[config.mk]
export PLATFORM = sky130hd
export DESIGN_NAME = ptwr_top
export DESIGN_NICKNAME = d
export VERILOG_FILES = /design/src/shared/ptwr_pkg.sv /design/src/shared/ptwr_tmr_if.sv /design/src/ptwr_edge.sv /design/src/ptwr_timer.sv /design/src/ptwr_top.sv
export SDC_FILE = /design/constraint.sdc
export NUM_CORES = 1
export LEC_CHECK = 0
export BUFFER_PORTS_ARGS = -buffer_cell sky130_fd_sc_hd__buf_2
export CORE_UTILIZATION = 50
export CTS_CLUSTER_DIAMETER = 100
export DETAILED_ROUTE_END_ITERATION = 8
export PLACE_DENSITY_LB_ADDON = 0.08
export REMOVE_ABC_BUFFERS = 1
export SKIP_CTS_REPAIR_TIMING = 1
export SLEW_MARGIN = 20
export SYNTH_ARGS = -nofsm -noshare
export SYNTH_HDL_FRONTEND = slang
export SYNTH_HIERARCHICAL = 1
export SYNTH_SLANG_ARGS = --single-unit
[constraint.sdc]
create_clock -name aclk -period 2.92 [get_ports aclk]
set_input_delay 0.438 -clock aclk [delete_from_list [all_inputs] [get_ports aclk]]
set_output_delay 0.438 -clock aclk [all_outputs]
set_load 0.1 [all_outputs]
[src/shared/ptwr_pkg.sv]
`default_nettype none
package ptwr_pkg;
  // ***********************************************
  // bus and map
  // ***********************************************
  localparam int AW = 8;
  localparam int DW = 32;
  localparam int IW = 6;
  localparam int NTMR = 4;
  localparam logic [IW-1:0] REG_TCR1 = 6'h0A;
  localparam logic [IW-1:0] REG_TCR2 = 6'h0B;
  localparam logic [IW-1:0] REG_CNT = 6'h10;
  localparam logic [IW-1:0] REG_STAT = 6'h18;
  localparam logic [IW-1:0] REG_MASK = 6'h19;
  localparam logic [1:0] RESP_OKAY = 2'h0;
  localparam logic [1:0] RESP_SLVERR = 2'h2;
  // ***********************************************
  // timer indices and fields
  // ***********************************************
  localparam int TMR_G1 = 0;
  localparam int TMR_G2 = 1;
  localparam int TMR_BAUD = 2;
  localparam int TMR_MON = 3;
  localparam int ARM_BIT = 0;
  localparam int BAUD_FLAG_BIT = 7;
  localparam int G1_RUN = 0;
  localparam int G1_PRE = 1;
  localparam int G2_RUN = 2;
  localparam int G2_PRE = 3;
  localparam int BAUD_RUN = 4;
  localparam int NIRQ = 3;
  localparam int ST_G1 = 0;
  localparam int ST_G2 = 1;
  localparam int ST_BAUD = 2;
  // ***********************************************
  // values and timing
  // ***********************************************
  localparam logic [7:0] CNT_ZERO = 8'h00;
  localparam logic [7:0] CNT_ONE = 8'h01;
  localparam logic [7:0] LATCH_RST = 8'hFF;
  localparam logic [1:0] RST_PULSE_CYC = 2'h2;
  localparam logic [1:0] RST_LAST = 2'h1;
endpackage : ptwr_pkg
`default_nettype wire

[src/shared/ptwr_tmr_if.sv]
`default_nettype none
interface ptwr_tmr_if;
  logic fall;
  logic rise;
  logic run;
  logic prescale;
  logic wr_lo;
  logic wr_hi;
  logic load;
  logic [7:0] wdata;
  logic [7:0] lo;
  logic [7:0] hi;
  logic timeout;
  modport ctl (
    output fall, rise, run, prescale, wr_lo, wr_hi, load, wdata,
    input lo, hi, timeout
  );
  modport tmr (
    input fall, rise, run, prescale, wr_lo, wr_hi, load, wdata,
    output lo, hi, timeout
  );
endinterface : ptwr_tmr_if
`default_nettype wire

[src/ptwr_edge.sv]
`default_nettype none
module ptwr_edge (
  // clock and reset
  input wire logic aclk,
  input wire logic aresetn,
  // pin and edge pulses
  input wire logic pin,
  output logic fall,
  output logic rise
);
  import ptwr_pkg::*;
  typedef struct packed {
    logic s1;
    logic s2;
    logic s3;
    logic fall;
    logic rise;
  } ptwr_edge_st_t;
  ptwr_edge_st_t st;
  ptwr_edge_st_t next_st;
  // ***********************************************
  // two-stage sync, then edge detect
  // ***********************************************
  always_comb
  begin
    next_st = st;
    next_st.s1 = pin;
    next_st.s2 = st.s1;
    next_st.s3 = st.s2;
    next_st.fall = st.s3 && !st.s2;
    next_st.rise = !st.s3 && st.s2;
  end
  always_ff @(posedge aclk)
  begin
    if (!aresetn)
      st <= '{1'b1, 1'b1, 1'b1, 1'b0, 1'b0};
    else
      st <= next_st;
  end
  assign fall = st.fall;
  assign rise = st.rise;
endmodule : ptwr_edge
`default_nettype wire

[src/ptwr_timer.sv]
`default_nettype none
module ptwr_timer #(
  parameter bit HI_WR_LOADS = 1'b1
) (
  // clock and reset
  input wire logic aclk,
  input wire logic aresetn,
  // control and counts
  ptwr_tmr_if.tmr bus
);
  import ptwr_pkg::*;
  typedef struct packed {
    logic [7:0] lo;
    logic [7:0] hi;
    logic [7:0] lat_lo;
    logic [7:0] lat_hi;
  } ptwr_tmr_st_t;
  ptwr_tmr_st_t st;
  ptwr_tmr_st_t next_st;
  logic zero;
  logic tick;
  assign zero = (st.hi == CNT_ZERO) && (bus.prescale || st.lo == CNT_ZERO);
  assign tick = bus.run && !bus.wr_hi && !bus.load;
  assign bus.timeout = tick && bus.rise && zero;
  assign bus.lo = st.lo;
  assign bus.hi = st.hi;
  // ***********************************************
  // count, load and reload
  // ***********************************************
  always_comb
  begin
    next_st = st;
    if (bus.wr_lo)
      next_st.lat_lo = bus.wdata;
    if (bus.wr_hi)
    begin
      next_st.lat_hi = bus.wdata;
      if (HI_WR_LOADS)
      begin
        next_st.lo = st.lat_lo;
        next_st.hi = bus.wdata;
      end
    end
    else if (bus.load)
    begin
      next_st.lo = st.lat_lo;
      next_st.hi = st.lat_hi;
    end
    else if (tick && bus.fall)
    begin
      if (st.lo == CNT_ZERO)
      begin
        next_st.hi = st.hi - CNT_ONE;
        next_st.lo = bus.prescale ? st.lat_lo : st.lo - CNT_ONE;
      end
      else
        next_st.lo = st.lo - CNT_ONE;
    end
    else if (bus.timeout)
    begin
      next_st.lo = st.lat_lo;
      next_st.hi = st.lat_hi;
    end
  end
  always_ff @(posedge aclk)
  begin
    if (!aresetn)
      st <= '{LATCH_RST, LATCH_RST, LATCH_RST, LATCH_RST};
    else
      st <= next_st;
  end
endmodule : ptwr_timer
`default_nettype wire

[src/ptwr_top.sv]
// How it works
// - each timer clock falling edge decrements the low counter by one
// - prescaler mode on timers one and two reloads low counter at zero
// - monitor timer never uses prescaler reload
// - writing a low counter address stores into the low latch only
// - reading counter addresses returns live counts, not latches
// - falling edge with low counter at zero decrements the high counter
// - general timer reaching zero on rising edge sets its interrupt flag
// - monitor timeout drives chip reset low two cycles then releases
// - every timeout reloads both counters from their latches
// - high write on timers one, two, baud loads high latch and both counters in the same cycle
// - monitor timer stays idle until the arm bit first rises
// - each arm bit rise reloads monitor counters; a fall does nothing
// - baud edge flag clears on writing one; zero leaves it
// - baud edge flag cannot set while serial unit operates
// - baud edge interrupt shares the transmitter interrupt vector
// - serial port enabled forces baud timer into interval operation
//
// The AXI4-Lite interface to the registers is this design's own decision.
`default_nettype none
module ptwr_top (
  // clock and reset
  input wire logic aclk,
  input wire logic aresetn,
  // axi4-lite write address
  input wire logic awvalid,
  output logic awready,
  input wire logic [ptwr_pkg::AW-1:0] awaddr,
  // axi4-lite write data
  input wire logic wvalid,
  output logic wready,
  input wire logic [ptwr_pkg::DW-1:0] wdata,
  input wire logic [3:0] wstrb,
  // axi4-lite write response
  output logic bvalid,
  input wire logic bready,
  output logic [1:0] bresp,
  // axi4-lite read address
  input wire logic arvalid,
  output logic arready,
  input wire logic [ptwr_pkg::AW-1:0] araddr,
  // axi4-lite read data
  output logic rvalid,
  input wire logic rready,
  output logic [ptwr_pkg::DW-1:0] rdata,
  output logic [1:0] rresp,
  // timer clock pins
  input wire logic [ptwr_pkg::NTMR-1:0] timer_clk_pins,
  // serial unit
  input wire logic serial_enable,
  input wire logic serial_active,
  input wire logic tx_irq_in,
  output logic tx_vector_irq,
  // interrupt and restart
  output logic irq,
  output logic chip_reset_n
);
  import ptwr_pkg::*;
  typedef struct packed {
    logic aw_held;
    logic w_held;
    logic aw_rdy;
    logic w_rdy;
    logic ar_rdy;
    logic bvalid;
    logic rvalid;
    logic wlane;
    logic armed;
    logic irq;
    logic tx_vec;
    logic chip_rst_n;
    logic [AW-1:0] awaddr;
    logic [7:0] wdata;
    logic [7:0] rdata;
    logic [1:0] bresp;
    logic [1:0] rresp;
    logic [6:0] tcr1;
    logic [7:0] tcr2;
    logic [NIRQ-1:0] status;
    logic [NIRQ-1:0] mask;
    logic [1:0] rst_cnt;
  } ptwr_top_st_t;
  ptwr_top_st_t st;
  ptwr_top_st_t next_st;
  ptwr_tmr_if tif[NTMR] ();
  logic [7:0] cnt_lo [NTMR];
  logic [7:0] cnt_hi [NTMR];
  logic [NTMR-1:0] tmo;
  logic do_wr;
  logic wen;
  logic [IW-1:0] widx;
  logic [IW-1:0] ridx;
  logic arm_rise;
  logic [NIRQ-1:0] ev_set;
  logic [NIRQ-1:0] ev_clr;
  logic [NTMR-1:0] t_run;
  logic [NTMR-1:0] t_pre;
  // ***********************************************
  // write decode
  // ***********************************************
  assign do_wr = st.aw_held && st.w_held && !st.bvalid;
  assign wen = do_wr && st.wlane;
  assign widx = st.awaddr[AW-1:2];
  assign ridx = araddr[AW-1:2];
  assign arm_rise = wen && widx == REG_TCR1 && st.wdata[ARM_BIT]
    && !st.tcr1[ARM_BIT];
  // ***********************************************
  // timer modes
  // ***********************************************
  assign t_run[TMR_G1] = st.tcr2[G1_RUN];
  assign t_run[TMR_G2] = st.tcr2[G2_RUN];
  assign t_run[TMR_BAUD] = st.tcr2[BAUD_RUN] || serial_enable;
  assign t_run[TMR_MON] = st.armed;
  assign t_pre[TMR_G1] = st.tcr2[G1_PRE];
  assign t_pre[TMR_G2] = st.tcr2[G2_PRE];
  assign t_pre[TMR_BAUD] = 1'b0;
  assign t_pre[TMR_MON] = 1'b0;
  // ***********************************************
  // timers
  // ***********************************************
  generate
    for (genvar g = 0; g < NTMR; g++)
    begin : g_tmr
      localparam logic [IW-1:0] LO_IDX = REG_CNT + IW'(2 * g);
      localparam logic [IW-1:0] HI_IDX = REG_CNT + IW'(2 * g + 1);
      ptwr_edge u_edge (
        .aclk(aclk),
        .aresetn(aresetn),
        .pin(timer_clk_pins[g]),
        .fall(tif[g].fall),
        .rise(tif[g].rise)
      );
      assign tif[g].run = t_run[g];
      assign tif[g].prescale = t_pre[g];
      assign tif[g].wr_lo = wen && widx == LO_IDX;
      assign tif[g].wr_hi = wen && widx == HI_IDX;
      assign tif[g].load = (g == TMR_MON) && arm_rise;
      assign tif[g].wdata = st.wdata;
      assign cnt_lo[g] = tif[g].lo;
      assign cnt_hi[g] = tif[g].hi;
      assign tmo[g] = tif[g].timeout;
      ptwr_timer #(
        .HI_WR_LOADS(g != TMR_MON)
      ) u_tmr (
        .aclk(aclk),
        .aresetn(aresetn),
        .bus(tif[g].tmr)
      );
    end
  endgenerate
  // ***********************************************
  // events
  // ***********************************************
  assign ev_set[ST_G1] = tmo[TMR_G1];
  assign ev_set[ST_G2] = tmo[TMR_G2];
  assign ev_set[ST_BAUD] = tmo[TMR_BAUD] && !serial_active;
  always_comb
  begin
    ev_clr = '0;
    if (wen && widx == REG_STAT)
      ev_clr = st.wdata[NIRQ-1:0];
    if (wen && widx == REG_TCR1 && st.wdata[BAUD_FLAG_BIT])
      ev_clr[ST_BAUD] = 1'b1;
  end
  // ***********************************************
  // read mux
  // ***********************************************
  function automatic logic [8:0] rd_mux(input logic [IW-1:0] idx);
    logic [8:0] r;
    r = {1'b1, 8'h00};
    if (idx == REG_TCR1)
      r = {1'b1, st.status[ST_BAUD], st.tcr1};
    else if (idx == REG_TCR2)
      r = {1'b1, st.tcr2};
    else if (idx == REG_STAT)
      r = {1'b1, 5'h00, st.status};
    else if (idx == REG_MASK)
      r = {1'b1, 5'h00, st.mask};
    else if (idx[IW-1:3] == REG_CNT[IW-1:3])
      r = {1'b1, idx[0] ? cnt_hi[idx[2:1]] : cnt_lo[idx[2:1]]};
    else
      r = {1'b0, 8'h00};
    return r;
  endfunction : rd_mux
  function automatic logic mapped(input logic [IW-1:0] idx);
    logic m;
    m = rd_mux(idx) != 9'h000;
    return m;
  endfunction : mapped
  // ***********************************************
  // next state
  // ***********************************************
  always_comb
  begin
    logic [8:0] rv;
    rv = rd_mux(ridx);
    next_st = st;
    if (awvalid && st.aw_rdy)
    begin
      next_st.aw_held = 1'b1;
      next_st.awaddr = awaddr;
    end
    if (wvalid && st.w_rdy)
    begin
      next_st.w_held = 1'b1;
      next_st.wdata = wdata[7:0];
      next_st.wlane = wstrb[0];
    end
    if (st.bvalid && bready)
      next_st.bvalid = 1'b0;
    if (do_wr)
    begin
      next_st.aw_held = 1'b0;
      next_st.w_held = 1'b0;
      next_st.bvalid = 1'b1;
      next_st.bresp = mapped(widx) ? RESP_OKAY : RESP_SLVERR;
      if (wen && widx == REG_TCR1)
        next_st.tcr1 = st.wdata[6:0];
      if (wen && widx == REG_TCR2)
        next_st.tcr2 = st.wdata;
      if (wen && widx == REG_MASK)
        next_st.mask = st.wdata[NIRQ-1:0];
    end
    next_st.aw_rdy = !next_st.aw_held;
    next_st.w_rdy = !next_st.w_held;
    if (st.rvalid && rready)
      next_st.rvalid = 1'b0;
    if (arvalid && st.ar_rdy)
    begin
      next_st.rvalid = 1'b1;
      next_st.rdata = rv[7:0];
      next_st.rresp = rv[8] ? RESP_OKAY : RESP_SLVERR;
    end
    next_st.ar_rdy = !next_st.rvalid;
    next_st.status = (st.status & ~ev_clr) | ev_set;
    if (arm_rise)
      next_st.armed = 1'b1;
    if (tmo[TMR_MON])
    begin
      next_st.rst_cnt = RST_PULSE_CYC;
      next_st.chip_rst_n = 1'b0;
    end
    else if (st.rst_cnt != 2'h0)
    begin
      next_st.rst_cnt = st.rst_cnt - RST_LAST;
      next_st.chip_rst_n = st.rst_cnt == RST_LAST;
    end
    next_st.irq = |(st.status & st.mask);
    next_st.tx_vec = tx_irq_in
      || (st.status[ST_BAUD] && st.mask[ST_BAUD]);
  end
  always_ff @(posedge aclk)
  begin
    if (!aresetn)
    begin
      st <= '0;
      st.chip_rst_n <= 1'b1;
    end
    else
      st <= next_st;
  end
  // ***********************************************
  // outputs
  // ***********************************************
  assign awready = st.aw_rdy;
  assign wready = st.w_rdy;
  assign bvalid = st.bvalid;
  assign bresp = st.bresp;
  assign arready = st.ar_rdy;
  assign rvalid = st.rvalid;
  assign rdata = {24'h000000, st.rdata};
  assign rresp = st.rresp;
  assign irq = st.irq;
  assign tx_vector_irq = st.tx_vec;
  assign chip_reset_n = st.chip_rst_n;
endmodule : ptwr_top
`default_nettype wire
==> results.json, run 1 <==
{
  "grt_util_all_layers_pct": 25.57,
  "failed_checks": "design-rule violations",
  "io-pin-count": 110,
  "dieArea_um2": 23240,
  "worstPathBufferInverterCount": 1,
  "post-synth-top-area-fraction_pct": 36.62,
  "worstHoldPathType": "in -> reg",
  "critical_path.max_fanout": 12,
  "outcome": "complete, but fails checks",
  "cts.reportedPaths.clkPinSlew_ps": 60,
  "timing.critical_path.slowest_cell_delay_ps": 500,
  "insertedDiodeCount": 0,
  "max_freq_ghz": 0.3648,
  "setup_viol": 0,
  "via_count_of_the_first_global_routing_pass": 8372,
  "timing.critical_path.arrival_ps": 3180,
  "drt-initial-drc-count": 684,
  "core_um2": 22030,
  "number_of_antenna_violations_at_the_first_check_in_global_routing": 0,
  "max_slew.worst_pin.slew_ps": 991.9,
  "syn-cell-area_um2": 11320,
  "syn-instance-count": 1314,
  "sequential_area_share_after_synthesis_pct": 36.62,
  "syn-mean-instance-area_um2": 8.613,
  "rr_endpoint": "g_tmr[0].u_tmr/bus.lo[3]",
  "finClkSkew_ps": 26.83,
  "placement.cell_area_um2": 11470,
  "critical_path.top_delay_family": "simple AND/OR/NAND/NOR gates",
  "dominant_cell_by_count_in_the_synthesized_netlist": "dfxtp_1",
  "timing.reg2reg.worst_path_depth": 10,
  "detail_route.first_pass.iterations": 7,
  "cts_sinks": 207,
  "critPathCaptureType": "flip-flop",
  "critical_path.slowest_cell": "or3_2",
  "worstSetupPathType": "reg -> reg",
  "vdd.ir_drop.worst_v": 0.0005954,
  "wl_mm": 29.99,
  "fin_crit_ps": 2741,
  "clk_path_buf_depth": 3,
  "drc": 8,
  "async_flop_share_pct": 0,
  "critical_path.startpoint": "bvalid",
  "syn_to_final_growth_pct": 9.000,
  "globalRoute.totalOverflow": 0,
  "die_w_um": 152.4,
  "drtAntennaViolNets": 0,
  "timing.rr.start": "bvalid",
  "clock_insertion_delay_worst_skew_ps": 530,
  "r2r_setup_slack_ps": 180,
  "report.power.total_uw": 6576,
  "cts_buffers": 24,
  "slew_viol_final": 0,
  "routed_vias": 9222,
  "power.static_leakage_uw": 0.004869,
  "cp_capture_point": "g_tmr[0].u_tmr/bus.lo[3]",
  "cts.root.buffer_cell": "clkbuf_16",
  "power.density_cell_area_nw_per_um2": 533.1,
  "rsz0062_at_grt": "false",
  "die_y_um": 152.4,
  "cp_num_cells": 10,
  "synth_flop_cell": "dfxtp_1",
  "synth_area_leaders": "dfxtp_1 37%, mux2i_1 7.3%, buf_4 6.9%, nand2_1 5.1%, o21ai_0 3.2%",
  "post-synth-top-area-cell": "dfxtp_1",
  "post_synth_most_frequent_cells": "207 x dfxtp_1, 155 x nand2_1, 104 x buf_4",
  "timing.final.crit_share_pct": 93.88,
  "fin_setup_tns_ps": 0,
  "cell_depth_of_the_worst_hold_path": 2,
  "synth_enable_flop_cells": 0,
  "rows": 54,
  "final_core_util_pct": 56.00,
  "nets": 1408,
  "hold_viol_final": 0,
  "worst_slew_slack_as_a_fraction_of_its_limit_pct": 33.78,
  "layout-drive-gt1-share_pct": 14.17,
  "maximum_number_of_pins_on_one_net_before_global_route_repair": 73,
  "number_of_max_cap_violations": 0,
  "tritoncts_clock_tree": "done",
  "grt_first_pass_wirelength_mm": 47.17,
  "ys_warn_count": 6,
  "avgRoutedWirePerCell_um": 18.42,
  "synthDistinctLibCells": 75,
  "detailed_place_hpwl_mm": 20.93,
  "timing.critical_path.cells": "and3b_1 -> nand3_1 -> or3_2 -> nor3_4 -> nand4bb_1 -> a31oi_2 -> buf_4 -> and3_1 -> o21a_1 -> o21ai_1",
  "port-buffer-count": 52,
  "place_congestion": 0.8759,
  "design_area_um2": 12340,
  "drt-vias-per-instance": 5.665,
  "worst_setup_path_start_kind": "flip-flop",
  "initial_core_util_pct": 51.38,
  "ctsHtreeMaxLevel": 1,
  "critical_path_required_ps": 3360,
  "synth-seq-cells": 207
}
-- layout by cell type (no fill, tap or decap), drive strengths merged, types with 35 or more instances in the layout --
cell    netlist  routed
o21ai        96      96
mux2i        83      83
nand3        37      37
buf         130     108
a21oi        57      57
nand2b       50      50
dfxtp       207     207
clkbuf       38      37
conb          1      51
nor2b        35      35
inv          40      41
nand2       156     156
nor2         70      70
-- per-stage QoR --
step	hold WS (ps)	instances	worst slack [ps]
after CTS	69.26	1628	-14.68
after detailed placement	391.7	1584	21.51
final	91.55	1628	178.7
after global routing	73.44	1628	9.617
after floorplan	386.3	1196	-923.5
after global placement	391.1	1584	61.19
-- layout make-up --
class / instances / area [um2]
clock buffer: 37 / 709.4
clock inverter: 7 / 130.1
fill: 2007 / 9691
inverter: 43 / 161.4
multi-input combinational: 946 / 6141
sequential: 207 / 4144
tap: 280 / 350.3
timing repair buffer: 108 / 699.4
-- worst reg2reg max path, stage by stage, from the launching register on --
cell and delay, ps:
dfxtp_1 310, and3b_1 290, nand3_1 120, or3_2 500, nor3_4 260, nand4bb_1 310, a31oi_2 170, buf_4 260
and3_1 160, o21a_1 160, o21ai_1 120
-- cells by family (layout without fill, tap and decap cells) --
group | count (synthesis) | after routing | synth area share [%]
compound gates | 300 | 300 | 18.02
xor+xnor | 19 | 19 | 1.470
fa+ha+maj | 12 | 12 | 1.327
buf+inv | 211 | 195 | 11.12
flops | 207 | 207 | 36.62
mux | 93 | 93 | 9.331
other cells | 1 | 51 | 0.03314
simple gates | 471 | 471 | 22.08
-- layer usage --
metal  vias to the layer above  global-route usage (%)  part of all wire (%)  routed length (um)
li1                       4554                       -                     -                   -
met1                      4345                   35.68                    47               14050
met2                       272                   40.79                    45               13360
met3                        51                   3.868                   5.7                1699
met4                         0                   7.600                   2.9                 884
met5                         -                       0                     0                   0
-- worst min path at each step --
stage / slack, ps / to / from
finish: 90 / g_tmr[2].u_edge/next_st[3] / timer_clk_pins[2]
detailed placement: 390 / g_tmr[1].u_edge/next_st[2] / g_tmr[1].u_edge/next_st[3]
floorplan: 390 / g_tmr[0].u_edge/next_st[2] / g_tmr[0].u_edge/next_st[3]
global route: 70 / g_tmr[2].u_edge/next_st[3] / timer_clk_pins[2]
CTS: 70 / g_tmr[3].u_edge/next_st[3] / timer_clk_pins[3]
global placement: 390 / g_tmr[0].u_edge/next_st[2] / g_tmr[0].u_edge/next_st[3]
-- state kept, by name (all words and copies together), names as in the netlist, 4 cells and up --
| register | count |
|---|---|
| g_tmr.u_tmr/st | 64 |
| g_tmr.u_tmr/bus.hi | 32 |
| g_tmr.u_tmr/bus.lo | 32 |
| st | 32 |
| g_tmr.u_edge/next_st | 8 |
| rdata | 8 |
| tif.wdata | 8 |
| g_tmr.u_edge/fall | 4 |
| g_tmr.u_edge/rise | 4 |
| g_tmr.u_edge/st | 4 |
-- where the power goes --
| group | internal, uW | switching [uW] |
|---|---|---|
| clock network | 1940 | 1200 |
| registers | 2860 | 57.8 |
| logic | 123 | 397 |
Note: power is estimated with default switching activity, not from simulation.
==> run 2: changes to the inputs <==
RECOVER_POWER = 100   (was unset)
==> results.json, run 2 (synthesis gave the netlist of run 1 again) <==
{
  "timing.critical_path.cells": "and3b_1 -> nand3_1 -> nor2_1 -> nand2_1 -> nor3_2 -> or2_2 -> or4_1 -> o211ai_4 -> buf_4 -> and2_1 -> o21ai_0",
  "layout-drive-gt1-share_pct": 11.57,
  "port-buffer-count": 52,
  "timing.critical_path.arrival_ps": 3110,
  "placement.cell_area_um2": 11470,
  "max_slew.worst_pin.slew_ps": 1468,
  "post-place-cells": 1584,
  "critPathCaptureType": "flip-flop",
  "drc": 3,
  "avgRoutedWirePerCell_um": 18.44,
  "drt-vias-per-instance": 5.643,
  "globalRoute.totalOverflow": 0,
  "timing.final.crit_share_pct": 93.99,
  "critical_path.max_fanout": 9,
  "slew_viol_final": 0,
  "finClkSkew_ps": 26.51,
  "worstSetupPathType": "reg -> reg",
  "critical_path.slowest_cell": "or4_1",
  "insertedDiodeCount": 0,
  "rows": 54,
  "hold_viol_final": 0,
  "ctsHtreeMaxLevel": 1,
  "core_um2": 22030,
  "number_of_max_cap_violations": 0,
  "vdd.ir_drop.worst_v": 0.0005954,
  "rsz0062_at_grt": "false",
  "stdcell_count": 1628,
  "via_count_of_the_first_global_routing_pass": 8372,
  "power.static_leakage_uw": 0.004738,
  "initial_core_util_pct": 51.38,
  "die_w_um": 152.4,
  "outcome": "complete, but fails checks",
  "grt_first_pass_wirelength_mm": 47.17,
  "design_area_um2": 12230,
  "die_y_um": 152.4,
  "power.density_cell_area_nw_per_um2": 537.5,
  "clk_path_buf_depth": 3,
  "place_congestion": 0.8759,
  "cts.reportedPaths.clkPinSlew_ps": 60,
  "num-fill-cells": 2032,
  "timing.critical_path.slowest_cell_delay_ps": 570,
  "failed_checks": "design-rule violations",
  "largest_reg_flops": 64,
  "cts_sinks": 207,
  "detailed_place_hpwl_mm": 20.93,
  "io-pin-count": 110,
  "setup_viol": 0,
  "worstHoldPathType": "in -> reg",
  "tritoncts_clock_tree": "done",
  "number_of_antenna_violations_at_the_first_check_in_global_routing": 0,
  "nets": 1408,
  "worst_slew_slack_as_a_fraction_of_its_limit_pct": 2.159,
  "fin_crit_ps": 2745,
  "grt_util_all_layers_pct": 25.57,
  "fin_setup_tns_ps": 0,
  "clock_insertion_delay_worst_skew_ps": 530,
  "max_freq_ghz": 0.3644,
  "report.power.total_uw": 6572,
  "dieArea_um2": 23240,
  "worst_setup_path_start_kind": "flip-flop",
  "drt-initial-drc-count": 668,
  "final_common_cell": "dfxtp_1",
  "drtAntennaViolNets": 0,
  "wl_mm": 30.01,
  "routed_vias": 9187,
  "largest_register": "g_tmr.u_tmr/st",
  "cts_buffers": 24,
  "syn_to_final_growth_pct": 8.037,
  "cts.root.buffer_cell": "clkbuf_16",
  "maximum_number_of_pins_on_one_net_before_global_route_repair": 73,
  "critical_path_required_ps": 3280,
  "layout.cells.most_common_list": "207 x dfxtp_1, 155 x nand2_1, 83 x mux2i_1, 79 x o21ai_0, 68 x nor2_1",
  "detail_route.first_pass.iterations": 9
}
-- run 2: cell types whose count changed in the layout (fill, tap and decap cells not counted), moves of 3 or more --
| cell | previous run | this run |
|---|---|---|
| buf_2 | 51 | 32 |
| buf_4 | 55 | 37 |
| clkbuf_1 | 7 | 38 |
| clkbuf_2 | 0 | 7 |
| o21ai_0 | 72 | 79 |
| o21ai_1 | 24 | 17 |
| or4_1 | 1 | 4 |
| or4_4 | 6 | 3 |
-- run 2: per-stage QoR --
stage	worst slack, ps	hold slack [ps]	utilization [%]
after floorplan	-923.5	386.3	-
after global placement	61.19	391.1	52.06
after detailed placement	21.51	391.7	52.06
after CTS	-14.68	69.26	55.87
after global routing	11.17	73.44	55.51
final	175.4	89.61	55.51
-- run 2: cell type report --
cell class | count | area, um2 | area share (%)
timing repair buffer | 108 | 609.3 | 4.984
multi-input combinational | 946 | 6122 | 50.07
inverter | 43 | 161.4 | 1.320
sequential | 207 | 4144 | 33.89
clock buffer | 37 | 709.4 | 5.802
tap | 280 | 350.3 | 2.865
clock inverter | 7 | 130.1 | 1.064
-- run 2: routing by layer --
layer | routed length [um] | global-route usage [%] | up-vias
met5 | 0 | 0 | -
met4 | 983 | 7.600 | 0
met3 | 1741 | 3.868 | 52
met2 | 13180 | 40.79 | 272
met1 | 14110 | 35.68 | 4298
li1 | - | - | 4565
-- run 2: path summary, 6_finish.rpt --
check | from | end | slack [ps] | depth (start not counted)
worst max-delay path | bvalid | g_tmr[2].u_tmr/bus.lo[6] | 180 | 11
worst min-delay path | timer_clk_pins[2] | g_tmr[2].u_edge/next_st[3] | 90 | 2
worst max register to register | bvalid | g_tmr[2].u_tmr/bus.lo[6] | 180 | 11
worst min register to register | g_tmr[0].u_edge/next_st[3] | g_tmr[0].u_edge/next_st[2] | 410 | 1
-- run 2: critical path, delay by kind of cell (launching register included) --
| family | cells | cell delay, ps |
|---|---|---|
| AND/OR/NAND/NOR | 8 | 1640 |
| AO/OA/AOI/OAI | 2 | 380 |
| buffers and inverters | 1 | 230 |
| flip-flops | 1 | 330 |
-- run 2: power breakdown --
| part | switching [uW] | total [uW] | internal (uW) |
|---|---|---|---|
| logic | 396 | 513 | 117 |
| registers | 57.7 | 2920 | 2860 |
| clock network | 1200 | 3140 | 1940 |
| total | 1650 | 6570 | 4920 |
